File: src/etx_pkg.sv
// Purpose: shared constants for the eight-channel E1 transmit control block
// Assumes: 50 MHz system clock, one line bit per tx_bit_en pulse
// Notes: register map is a plain address/strobe port, byte-wide data
package etx_pkg;
  localparam int NCH = 8;
  localparam int NSEG = 8;
  // register indices (one 8-bit register per address)
  localparam logic [7:0] SEG_BASE = 8'h00;     // ch*8+seg, segment words 0x00..0x3F
  localparam logic [7:0] CTRL_BASE = 8'h40;    // 0x40..0x47 per channel control
  localparam logic [7:0] STAT_BASE = 8'h48;    // 0x48..0x4F per channel alarm status
  localparam logic [7:0] CHG_BASE = 8'h50;     // 0x50..0x57 change status, clear on read
  localparam logic [7:0] IEN_ADDR = 8'h58;     // per channel driver monitor interrupt enable
  // control field positions
  localparam int CTL_HIZ = 0;
  localparam int CTL_LB_LO = 1;
  localparam int CTL_LB_HI = 3;
  localparam int CTL_AONES = 4;
  localparam int CTL_PRBS = 5;
  // status field positions
  localparam int ST_LOS = 0;
  localparam int ST_DRV = 1;
  // segment word layout
  localparam int SEG_SIGN = 7;
  localparam logic [6:0] SEG_FULL = 7'h7F;
  localparam logic [7:0] SEG_RST = 8'h00;
  localparam logic [7:0] CTRL_RST = 8'h00;
  // driver monitor idle limit in line bit periods (tx_bit_en pulses)
  localparam int IDLE_LIMIT = 128;
  localparam logic [7:0] IDLE_MAX = 8'(IDLE_LIMIT);
  // loopback select codes
  localparam logic [2:0] LB_NONE = 3'h0;
  localparam logic [2:0] LB_LOCAL = 3'h1;
  localparam logic [2:0] LB_REMOTE = 3'h2;
  localparam logic [2:0] LB_DIGITAL = 3'h3;
  localparam logic [2:0] LB_DUAL = 3'h4;
  // prbs 2^15-1 seed
  localparam logic [14:0] PRBS_SEED = 15'h7FFF;
endpackage

File: src/etx_chan.sv
// Purpose: one channel: data source select, loopback routing, driver monitor
// Assumes: tx_bit_en marks each line bit period
// Notes: all-ones and prbs sources force single rail output
`timescale 1ns/1ps
module etx_chan (
  input wire logic clk_in,              // system clock
  input wire logic nrst_in,             // sync reset, low active
  input wire logic bit_en_in,           // one line bit period
  input wire logic [7:0] ctrl_in,       // channel control register
  input wire logic tx_pos_rail_in,      // system positive rail
  input wire logic tx_neg_rail_in,      // system negative rail
  input wire logic rx_line_pos_in,      // recovered line positive mark
  input wire logic rx_line_neg_in,      // recovered line negative mark
  output logic line_pos_out,            // pulse toward line, positive
  output logic line_neg_out,            // pulse toward line, negative
  output logic rx_pos_rail_out,         // receive rail to system
  output logic rx_neg_rail_out,         // receive rail to system
  output logic drv_alarm_out            // driver failure alarm
);
  logic [14:0] prbs_q, prbs_d;
  logic [7:0] idle_q, idle_d;
  logic alarm_q, alarm_d;
  logic tp_q, tp_d, tn_q, tn_d, rp_q, rp_d, rn_q, rn_d;
  logic [2:0] lb;
  logic src_p, src_n, diag, loop_rx;
  assign lb = ctrl_in[etx_pkg::CTL_LB_HI:etx_pkg::CTL_LB_LO];

  // source and loopback routing
  always_comb begin
    diag = ctrl_in[etx_pkg::CTL_AONES] | ctrl_in[etx_pkg::CTL_PRBS];
    if (ctrl_in[etx_pkg::CTL_AONES]) begin
      src_p = 1'b1;
      src_n = 1'b0;
    end else if (ctrl_in[etx_pkg::CTL_PRBS]) begin
      src_p = prbs_q[14];
      src_n = 1'b0;
    end else begin
      src_p = tx_pos_rail_in;
      src_n = tx_neg_rail_in;
    end
    if ((lb == etx_pkg::LB_REMOTE || lb == etx_pkg::LB_DUAL) && !diag) begin
      tp_d = rx_line_pos_in;
      tn_d = rx_line_neg_in;
    end else begin
      tp_d = src_p;
      tn_d = src_n;
    end
    // local loop feeds tx to rx
    loop_rx = (lb == etx_pkg::LB_LOCAL);
    if (lb == etx_pkg::LB_DIGITAL || lb == etx_pkg::LB_DUAL) begin
      rp_d = src_p;
      rn_d = src_n;
    end else if (loop_rx) begin
      rp_d = tp_q;
      rn_d = tn_q;
    end else begin
      rp_d = rx_line_pos_in;
      rn_d = rx_line_neg_in;
    end
    prbs_d = {prbs_q[13:0], prbs_q[14] ^ prbs_q[13]};
    idle_d = idle_q;
    alarm_d = alarm_q;
    if (tp_q | tn_q) begin
      idle_d = 8'h00;
      alarm_d = 1'b0;
    end else if (idle_q >= etx_pkg::IDLE_MAX) begin
      alarm_d = 1'b1;
    end else begin
      idle_d = idle_q + 8'h01;
    end
    if (!bit_en_in) begin
      tp_d = tp_q;
      tn_d = tn_q;
      rp_d = rp_q;
      rn_d = rn_q;
      prbs_d = prbs_q;
      idle_d = idle_q;
      alarm_d = alarm_q;
    end
  end

  // registers
  always_ff @(posedge clk_in) begin
    if (!nrst_in) begin
      prbs_q <= etx_pkg::PRBS_SEED;
      idle_q <= 8'h00;
      alarm_q <= 1'b0;
      tp_q <= 1'b0;
      tn_q <= 1'b0;
      rp_q <= 1'b0;
      rn_q <= 1'b0;
    end else begin
      prbs_q <= prbs_d;
      idle_q <= idle_d;
      alarm_q <= alarm_d;
      tp_q <= tp_d;
      tn_q <= tn_d;
      rp_q <= rp_d;
      rn_q <= rn_d;
    end
  end

  assign line_pos_out = tp_q;
  assign line_neg_out = tn_q;
  assign rx_pos_rail_out = rp_q;
  assign rx_neg_rail_out = rn_q;
  assign drv_alarm_out = alarm_q;
endmodule

File: src/etx_top.sv
// Purpose: eight-channel E1 transmit pulse shaper, loopback and driver monitor
// Assumes: register port with one-cycle strobes; read data the next cycle
// Notes: line pair is modelled as a signed 8-bit level per channel plus enable
//
// Chosen here: the register addresses and the strobed register port.
`timescale 1ns/1ps
module etx_top (
  input wire logic clk_in,                   // 50 MHz clock
  input wire logic nrst_in,                  // sync reset, low active
  input wire logic tx_bit_en_in,             // one line bit period pulse
  input wire logic [7:0] addr_in,            // register address
  input wire logic [7:0] wdata_in,           // write data
  input wire logic wr_in,                    // write strobe
  input wire logic rd_in,                    // read strobe
  output logic [7:0] rdata_out,              // read data, cycle after rd_in
  input wire logic [7:0] tx_pos_rail_in,     // system positive rails
  input wire logic [7:0] tx_neg_rail_in,     // system negative rails
  input wire logic [7:0] rx_line_pos_in,     // recovered line positive marks
  input wire logic [7:0] rx_line_neg_in,     // recovered line negative marks
  input wire logic [7:0] rx_signal_loss_alarm_in, // per channel loss of signal
  output logic [7:0] rx_pos_rail_out,        // receive rails to system
  output logic [7:0] rx_neg_rail_out,        // receive rails to system
  output logic [63:0] tx_line_pair_out,      // signed drive level per channel
  output logic [7:0] tx_line_pair_oe_n_out,  // low while channel drives line
  output logic [7:0] driver_fail_alarm_out,  // per channel driver alarm
  output logic rx_loss_any_out,              // any channel loss of signal
  output logic driver_fail_any_out,          // any channel driver alarm
  output logic irq_n_out                     // driver alarm change interrupt
);
  // ------------------------------------------------------------
  // register storage
  // ------------------------------------------------------------
  logic [7:0] seg_q [0:63];
  logic [7:0] seg_d [0:63];
  logic [7:0] ctrl_q [0:7];
  logic [7:0] ctrl_d [0:7];
  logic [7:0] chg_q, chg_d, ien_q, ien_d, rdata_q, rdata_d;
  logic [7:0] alarm_prev_q, alarm_prev_d;
  logic [2:0] segidx_q, segidx_d;
  logic [7:0] lpos, lneg;
  logic [7:0] hiz;

  // per channel datapath
  genvar g;
  generate
    for (g = 0; g < etx_pkg::NCH; g++) begin : ch
      logic [7:0] w;
      etx_chan u_chan (
        .clk_in(clk_in),
        .nrst_in(nrst_in),
        .bit_en_in(tx_bit_en_in),
        .ctrl_in(ctrl_q[g]),
        .tx_pos_rail_in(tx_pos_rail_in[g]),
        .tx_neg_rail_in(tx_neg_rail_in[g]),
        .rx_line_pos_in(rx_line_pos_in[g]),
        .rx_line_neg_in(rx_line_neg_in[g]),
        .line_pos_out(lpos[g]),
        .line_neg_out(lneg[g]),
        .rx_pos_rail_out(rx_pos_rail_out[g]),
        .rx_neg_rail_out(rx_neg_rail_out[g]),
        .drv_alarm_out(driver_fail_alarm_out[g])
      );
      // current segment word of the pulse
      assign w = seg_q[g * 8 + int'(segidx_q)];
      always_comb begin
        if (!(lpos[g] | lneg[g])) begin
          tx_line_pair_out[g * 8 +: 8] = 8'h00;
        end else if (w[etx_pkg::SEG_SIGN] ^ lneg[g]) begin
          tx_line_pair_out[g * 8 +: 8] = 8'(-$signed({1'b0, w[6:0]}));
        end else begin
          tx_line_pair_out[g * 8 +: 8] = {1'b0, w[6:0]};
        end
      end
      assign hiz[g] = ctrl_q[g][etx_pkg::CTL_HIZ];
      assign tx_line_pair_oe_n_out[g] = hiz[g];
    end
  endgenerate

  // ------------------------------------------------------------
  // register writes, reads and interrupt status
  // ------------------------------------------------------------
  always_comb begin
    for (int i = 0; i < 64; i++) begin
      seg_d[i] = seg_q[i];
    end
    for (int i = 0; i < 8; i++) begin
      ctrl_d[i] = ctrl_q[i];
    end
    ien_d = ien_q;
    rdata_d = 8'h00;
    segidx_d = tx_bit_en_in ? 3'h0 : segidx_q + 3'h1;
    alarm_prev_d = driver_fail_alarm_out;
    chg_d = chg_q;
    if (wr_in) begin
      if (addr_in < etx_pkg::CTRL_BASE) begin
        seg_d[addr_in[5:0]] = wdata_in;
      end else if (addr_in < etx_pkg::STAT_BASE) begin
        ctrl_d[addr_in[2:0]] = wdata_in;
        if (wdata_in[etx_pkg::CTL_LB_HI:etx_pkg::CTL_LB_LO] > etx_pkg::LB_DUAL) begin
          ctrl_d[addr_in[2:0]][etx_pkg::CTL_LB_HI:etx_pkg::CTL_LB_LO] = etx_pkg::LB_NONE;
        end
      end else if (addr_in == etx_pkg::IEN_ADDR) begin
        ien_d = wdata_in;
      end
    end
    if (rd_in) begin
      if (addr_in < etx_pkg::CTRL_BASE) begin
        rdata_d = seg_q[addr_in[5:0]];
      end else if (addr_in < etx_pkg::STAT_BASE) begin
        rdata_d = ctrl_q[addr_in[2:0]];
      end else if (addr_in < etx_pkg::CHG_BASE) begin
        rdata_d[etx_pkg::ST_LOS] = rx_signal_loss_alarm_in[addr_in[2:0]];
        rdata_d[etx_pkg::ST_DRV] = driver_fail_alarm_out[addr_in[2:0]];
      end else if (addr_in < etx_pkg::IEN_ADDR) begin
        rdata_d[etx_pkg::ST_DRV] = chg_q[addr_in[2:0]];
        chg_d[addr_in[2:0]] = 1'b0;
      end else if (addr_in == etx_pkg::IEN_ADDR) begin
        rdata_d = ien_q;
      end
    end
    // set wins over the read clear
    chg_d = chg_d | (driver_fail_alarm_out ^ alarm_prev_q);
  end

  always_ff @(posedge clk_in) begin
    if (!nrst_in) begin
      for (int i = 0; i < 64; i++) begin
        seg_q[i] <= etx_pkg::SEG_RST;
      end
      for (int i = 0; i < 8; i++) begin
        ctrl_q[i] <= etx_pkg::CTRL_RST;
      end
      ien_q <= 8'h00;
      chg_q <= 8'h00;
      rdata_q <= 8'h00;
      alarm_prev_q <= 8'h00;
      segidx_q <= 3'h0;
    end else begin
      seg_q <= seg_d;
      ctrl_q <= ctrl_d;
      ien_q <= ien_d;
      chg_q <= chg_d;
      rdata_q <= rdata_d;
      alarm_prev_q <= alarm_prev_d;
      segidx_q <= segidx_d;
    end
  end

  assign rdata_out = rdata_q;
  assign irq_n_out = ~|(chg_q & ien_q);
  assign rx_loss_any_out = |rx_signal_loss_alarm_in;
  assign driver_fail_any_out = |driver_fail_alarm_out;
endmodule

File: config.mk
export PLATFORM = sky130hd
export DESIGN_NAME = etx_top
export DESIGN_NICKNAME = d
export VERILOG_FILES = /design/src/etx_pkg.sv /design/src/etx_chan.sv /design/src/etx_top.sv
export SDC_FILE = /design/constraint.sdc
export NUM_CORES = 2
export LEC_CHECK = 0
export BUFFER_PORTS_ARGS = -buffer_cell sky130_fd_sc_hd__buf_2
export CELL_PAD_IN_SITES_DETAIL_PLACEMENT = 0
export CELL_PAD_IN_SITES_GLOBAL_PLACEMENT = 1
export CORE_MARGIN = 3
export CORE_UTILIZATION = 40
export DETAILED_ROUTE_END_ITERATION = 8
export GPL_TIMING_DRIVEN = 0
export MAX_ROUTING_LAYER = met4
export PLACE_DENSITY = 0.79
export SYNTH_ARGS = -nofsm -noshare
export SYNTH_HDL_FRONTEND = slang
export SYNTH_SLANG_ARGS = --single-unit
File: constraint.sdc
create_clock -name clk_in -period 2.6 [get_ports clk_in]
set_clock_uncertainty 0.15 [all_clocks]
set_input_delay 0.13 -clock clk_in [delete_from_list [all_inputs] [get_ports clk_in]]
set_output_delay 0.13 -clock clk_in [all_outputs]
set_load 0.005 [all_outputs]
# Word level (Yosys, flattened, before mapping)

Cells that the tools add are included.

Reductions and logical operators: 68
Muxes and demuxes: 189
Magnitude comparators: 27
$add $sub $neg: 24
Equal/unequal tests: 41
Bitwise gates (word level): 50

Operators by type and width:

| kind                                                                         | count |
|---|---|
| 512-bit bitwise mux                                                          | 1 |
| 8-bit two-way mux                                                            | 62 |
| 8-bit binary-select mux with 6-bit select                                    | 9 |
| 32-bit by 7-bit >= comparator with 1-bit output, second input constant       | 8 |
| 64-bit bitwise mux                                                           | 2 |
| 7-bit NOT with 32-bit output                                                 | 4 |
| 1-bit two-way mux                                                            | 102 |
| 8-bit by 1-bit adder with 8-bit output, second input constant                | 8 |
| 8-bit >= comparator, second input constant                                   | 8 |
| 64-bit two-way mux                                                           | 1 |
| 7-bit negator with 8-bit output                                              | 8 |
| 6-bit NOT with 32-bit output                                                 | 2 |
| 8-bit demux with 3-bit select                                                | 2 |
| 8-bit demux with 6-bit select                                                | 1 |
| 3-bit by 2-bit == test with 1-bit output, second input constant              | 16 |
| 2-bit AND reduction                                                          | 18 |
| 8-bit by 7-bit less-than comparator with 1-bit output, second input constant | 4 |
| 3-bit NOT with 32-bit output                                                 | 1 |
| 5-bit NOT with 32-bit output                                                 | 1 |
| 6-bit by 3-bit adder with 7-bit output, first input constant                 | 4 |
| 8-bit binary-select mux with 3-bit select                                    | 1 |
| 3-bit by 1-bit == test with 1-bit output, second input constant              | 8 |
| 3-bit == test, second input constant                                         | 8 |
| 8-bit OR reduction                                                           | 3 |
| other kinds (33)                                                             | 117 |

Bits of input ports: 61
Output and inout port bits: 107
Word-level logic and storage cells: 532
Bits in registers: 835

# Logic depth before layout (Yosys ltp)

Word-level depth: 12
Depth in mapped cells: 11
Depth with buffers taken out: 7

# Hierarchy

A second synthesis with hierarchy kept.

Cells, all modules: 5092
Area total of the unflattened synthesis: 44849.3 um^2

Modules (own cells, without submodules):

| module   | times used | area an instance (um^2) | cells each | sequential area each (um^2) |
|---|---|---|---|---|
| etx_top  | 1          | 34339.2                 | 3940       | 12231.7 |
| etx_chan | 8          | 1313.8                  | 144        | 560.5 |

# Worst setup path before layout

No wires, ideal clock.

Kind: reg2out
Start point: register segidx_q[2]
End point: output port tx_line_pair_out[22]
Path slack: 48 ps
Arrival: 2272 ps
Data required time: 2320 ps
Path buffers: 3
Stages on the path, launching flop included: 11
Cells stage by stage: dfxtp_1 buf_2 buf_2 clkbuf_1 mux4_2 mux2i_2 ha_1 inv_1 o31ai_1 xnor2_1 nor2_1

Cells in the longest elaborated chain, start to end: 8
Elaborated cells on any way between the ends: 9
Those cells by class: add/sub: 2; mux: 5; bitwise: 2

Ends and longest elaborated chain:

| what                                                                 | line                         | text |
|---|---|---|
| from (decl)                                                          | etx_top.sv:39                | `logic [2:0] segidx_q, segidx_d;` |
| from (signal assigned)                                               | etx_top.sv:145               | `segidx_q <= segidx_d;` |
| 5-bit by 3-bit adder with 6-bit output *                             | etx_top.sv:64                | `assign w = seg_q[g * 8 + int'(segidx_q)];` |
| 6-bit NOT with 32-bit output (implied by the code) *                 | etx_top.sv:64                |  |
| 8-bit binary-select mux with 6-bit select *                          | etx_top.sv:64                |  |
| 8-bit two-way mux (implied by the code) * (2 in series)              | etx_top.sv:64                |  |
| 7-bit negator with 8-bit output or 1-bit bitwise XOR (tied branches) | etx_top.sv:69, etx_top.sv:68 |  |
| 8-bit two-way mux *                                                  | etx_top.sv:68                | `end else if (w[etx_pkg::SEG_SIGN] ^ lneg[g]) begin` |
| 8-bit two-way mux *                                                  | etx_top.sv:66                | `if (!(lpos[g] \| lneg[g])) begin` |
| to (decl)                                                            | etx_top.sv:23                | `output logic [63:0] tx_line_pair_out,` |

Every way passes the cells marked *; elsewhere a longest branch is shown, timed or not. The select of a mux whose other input is x is not followed.

# Worst setup path after layout

Start point: register segidx_q[1]
End point: output port tx_line_pair_out[23]

Same word-level chain as after synthesis.

==> impl_metrics.yaml <==
outcome:
  run_status: "finished with violations"
  violations: "max-capacitance violations, max-slew violations, negative setup slack"
clock_tree:
  cts_root_buf: "clkbuf_16"
  cts_tree: "built"
  htreeDepth: 3
  cts_buffers: 94
  clock_latency_ns: 0.74
  cts_buffer_depth: 3
  cts.clk_slew.worst_paths_ns: 0.07
  cts_num_sinks: 835
global_route:
  grt_pass1_vias: 42000
  grt_antenna_before_repair: 19
  grt_pass1_wl_um: 321000
  met2_usage: 0.551
  use_met1: 0.475
  grt_busiest_layer: "met2"
  grt_max_degree: 14
  overflow: 0
  grt_use_total: 0.399
  use_met3: 0.148
sta:
  maxSlewHeadroom: -0.00393
  final_max_slew_viol_count: 10
  max_freq_mhz: 281
  finalCriticalPeriod_ns: 3.56
  finalHoldViolCount: 0
  final.period_utilization: 1.37
  rsz0062_at_grt: "true"
  setup_ws_ns: -0.964
  max_slew.worst_pin.slew_ns: 1.51
  setup_viol: 152
routing:
  drt_first_pass_iters: 8
  first_iter_violations: 7173
  wl_per_cell_um: 33.1
  viasPerCell: 6.45
  route.detailed.drc: 0
  num_vias: 45600
  drt_wl_total_um: 234000
  ant_nets: 0
power_and_ir_drop:
  powerDensity_nw_per_um2: 561
  p_leak_nw: 19.0
  ir_worst_vdd_mv: 0.559
  power_mw: 31.1
die:
  core_region_area_um2: 110000
  die_x_um: 340
  ios: 168
  initial_core_util: 0.407
  num_rows: 121
  die_h_um: 340
  die-area_um2: 116000
cells_and_area:
  syn2layout_area_growth_pct: 24.2
  ff_latch_area_um2: 16700
  layout_common_cells: "nand2_1 (844), dfxtp_1 (830), a21boi_0 (518), nand3_1 (345), o21ai_0 (321)"
  fin_area_um2: 55500
  nFillCells: 10300
  multi_input_area_um2: 27400
  final_cells: 7071
  nNetsFinal: 5581
  mostFrequentLayoutCell: "nand2_1"
  drive_gt1_frac: 0.207
worst_setup_path:
  worstSetupPathType: "flop to output pin"
  crit_arrival_ns: 3.28
  critPathMaxFanout: 7
  endpoint_kind: "output pin"
  r2r_cells: 6
  required_ns: 2.32
  start_kind: "flop"
placed_design:
  place_inst: 6688
  place_area_um2: 47300
  place_ws_ns: -2.13
  dp_hpwl_um: 165000
  io_buffers: 159
  place_congestion: 1.10
synth:
  synth_top_family_by_area: "compound AO/OA/AOI/OAI gates"
  synth_fa_ha_area_frac: 0.00700
  synth-seq-area-share: 0.374
  synth_compound_area_frac: 0.195
  synth_cell_types: 78
  synth_edf_count: 0
  synth_simple_gate_area_frac: 0.178
  syn_area_um2: 44700
  synthArstFlopShare: 0
  ys_seq_elements: 835
  syn_inst: 5051
  synthMuxAreaShare: 0.180
  synth_xor_area_frac: 0.0147
  synth_warnings: 0
  syn_avg_cell_area_um2: 8.84
  ys.flop_type: "dfxtp_1"
  synth_nets: 5137
worst_hold_path:
  hp-class: "primary input to flop"
  whs_path_depth: 6
job:
  maxCapViolCount: 1
[report_power, final]
part	total, mW	internal [mW]	leakage (nW)	switching, mW
clock network	14.8	8.69	1.66	6.09
logic	3.34	1.02	10.6	2.32
registers	13.0	12.9	6.74	0.133
[logic make-up (layout without fill, tap and decap cells)]
family / after synthesis / after routing
and+or+nand+nor: 1762 / 1762
muxes: 555 / 555
DFF: 835 / 835
xor gates and xnor gates: 73 / 75
buffers and inverters: 517 / 1036
adders and majority gates: 25 / 25
AOI/OAI and AO/OA: 1284 / 1284
other: 0 / 23
[metrics by stage]
stage | setup TNS, ns | hold slack (ns) | util
global placement | -796.04 | 0.302 | 0.431
global route | -50.94 | 0.0801 | 0.505
CTS | -50.94 | 0.00581 | 0.495
floorplan | 0 | 0.108 | -
finish | -52.51 | 0.0299 | 0.505
detailed placement | -782.21 | 0.310 | 0.431
[routing by layer]
metal  up-vias  part of all wire
met5         -                 0
met4         0             0.093
met3      1138              0.13
met2      3397              0.40
met1     22100              0.37
li1      19000                 -
[flip-flops by register name (all words and copies together), names as in the netlist]
signal and count:
alarm_prev_q 8, ch.u_chan.drv_alarm_out 8, ch.u_chan.idle_q 64, ch.u_chan.line_neg_out 8, ch.u_chan.line_pos_out 8, ch.u_chan.prbs_q 120, ch.u_chan.rx_neg_rail_out 8, ch.u_chan.rx_pos_rail_out 8
chg_q 8, ctrl_q 56, ien_q 8, rdata_out 8, seg_q 512, segidx_q 3, tx_line_pair_oe_n_out 8
[synth_stat cells (10+ instances only)]
| cell | n | area [µm²] |
|---|---|---|
| a21boi_0 | 519 | 3900 |
| a21boi_1 | 42 | 315 |
| a21oi_1 | 93 | 465 |
| a221o_1 | 10 | 100 |
| a221oi_1 | 62 | 543 |
| a22o_1 | 13 | 114 |
| a22oi_1 | 47 | 353 |
| a31oi_1 | 11 | 68.8 |
| and2_1 | 18 | 113 |
| and3_1 | 11 | 68.8 |
| buf_1 | 36 | 135 |
| buf_2 | 78 | 390 |
| buf_4 | 42 | 315 |
| clkbuf_1 | 308 | 1160 |
| dfxtp_1 | 835 | 16700 |
| ha_1 | 25 | 313 |
| inv_1 | 38 | 143 |
| mux2_2 | 74 | 833 |
| mux2i_1 | 292 | 2920 |
| mux4_1 | 14 | 368 |
| mux4_2 | 170 | 3830 |
| nand2_1 | 858 | 3220 |
| nand2b_1 | 31 | 194 |
| nand3_1 | 354 | 1770 |
| nor2_1 | 226 | 848 |
| nor2b_1 | 127 | 795 |
| nor3_1 | 45 | 225 |
| nor3b_1 | 18 | 135 |
| o21ai_0 | 336 | 1680 |
| o21ai_1 | 10 | 50.1 |
| o22ai_1 | 45 | 282 |
| o311ai_0 | 10 | 87.6 |
| o31ai_1 | 13 | 97.6 |
| or2_2 | 17 | 106 |
| xnor2_1 | 55 | 482 |
| xor2_1 | 16 | 140 |
[critical path: stages (launching register included)]
cell     delay, ns
dfxtp_4       0.42
buf_12        0.18
buf_16        0.20
buf_16        0.19
buf_16        0.17
buf_12        0.17
mux4_2        0.34
mux2i_4       0.26
nand2_1       0.10
o311a_1       0.34
buf_2         0.14
[path summary, 6_finish.rpt]
path / start / to / slack, ns
setup / recovery: segidx_q[1]$_SDFF_PP0_ / tx_line_pair_out[23] / -0.96
hold / removal: tx_pos_rail_in[2] / ch[2].u_chan.line_pos_out$_SDFFE_PN0P_ / 0.03
setup reg to reg: seg_q[445]$_SDFFE_PN0P_ / rdata_out[5]$_SDFF_PN0_ / -0.09
hold reg to reg: ch[2].u_chan.prbs_q[6]$_SDFFE_PN1P_ / ch[2].u_chan.prbs_q[6]$_SDFFE_PN1P_ / 0.32
[area by class of cell]
| class | count | share of cell area |
|---|---|---|
| sequential | 835 | 0.301 |
| inverter | 40 | 0.00280 |
| tap | 1476 | 0.0333 |
| clock inverter | 41 | 0.0106 |
| clock buffer | 132 | 0.0503 |
| multi-input combinational | 3701 | 0.495 |
| antenna | 23 | 0.00104 |
| timing repair buffer | 350 | 0.0534 |
| buffer | 473 | 0.0526 |
[timing repair]
item | in CTS | in global routing
endpoints found under the setup margin | 563 | 347
gates resized for setup | 511 | 166
gates cloned | 7 | 4
setup buffers | 88 | 56
endpoints found under the hold margin | 97 | 0
pin swaps | 52 | 56
hold buffers | 48 | 0
(Power assumes the default switching activity.)
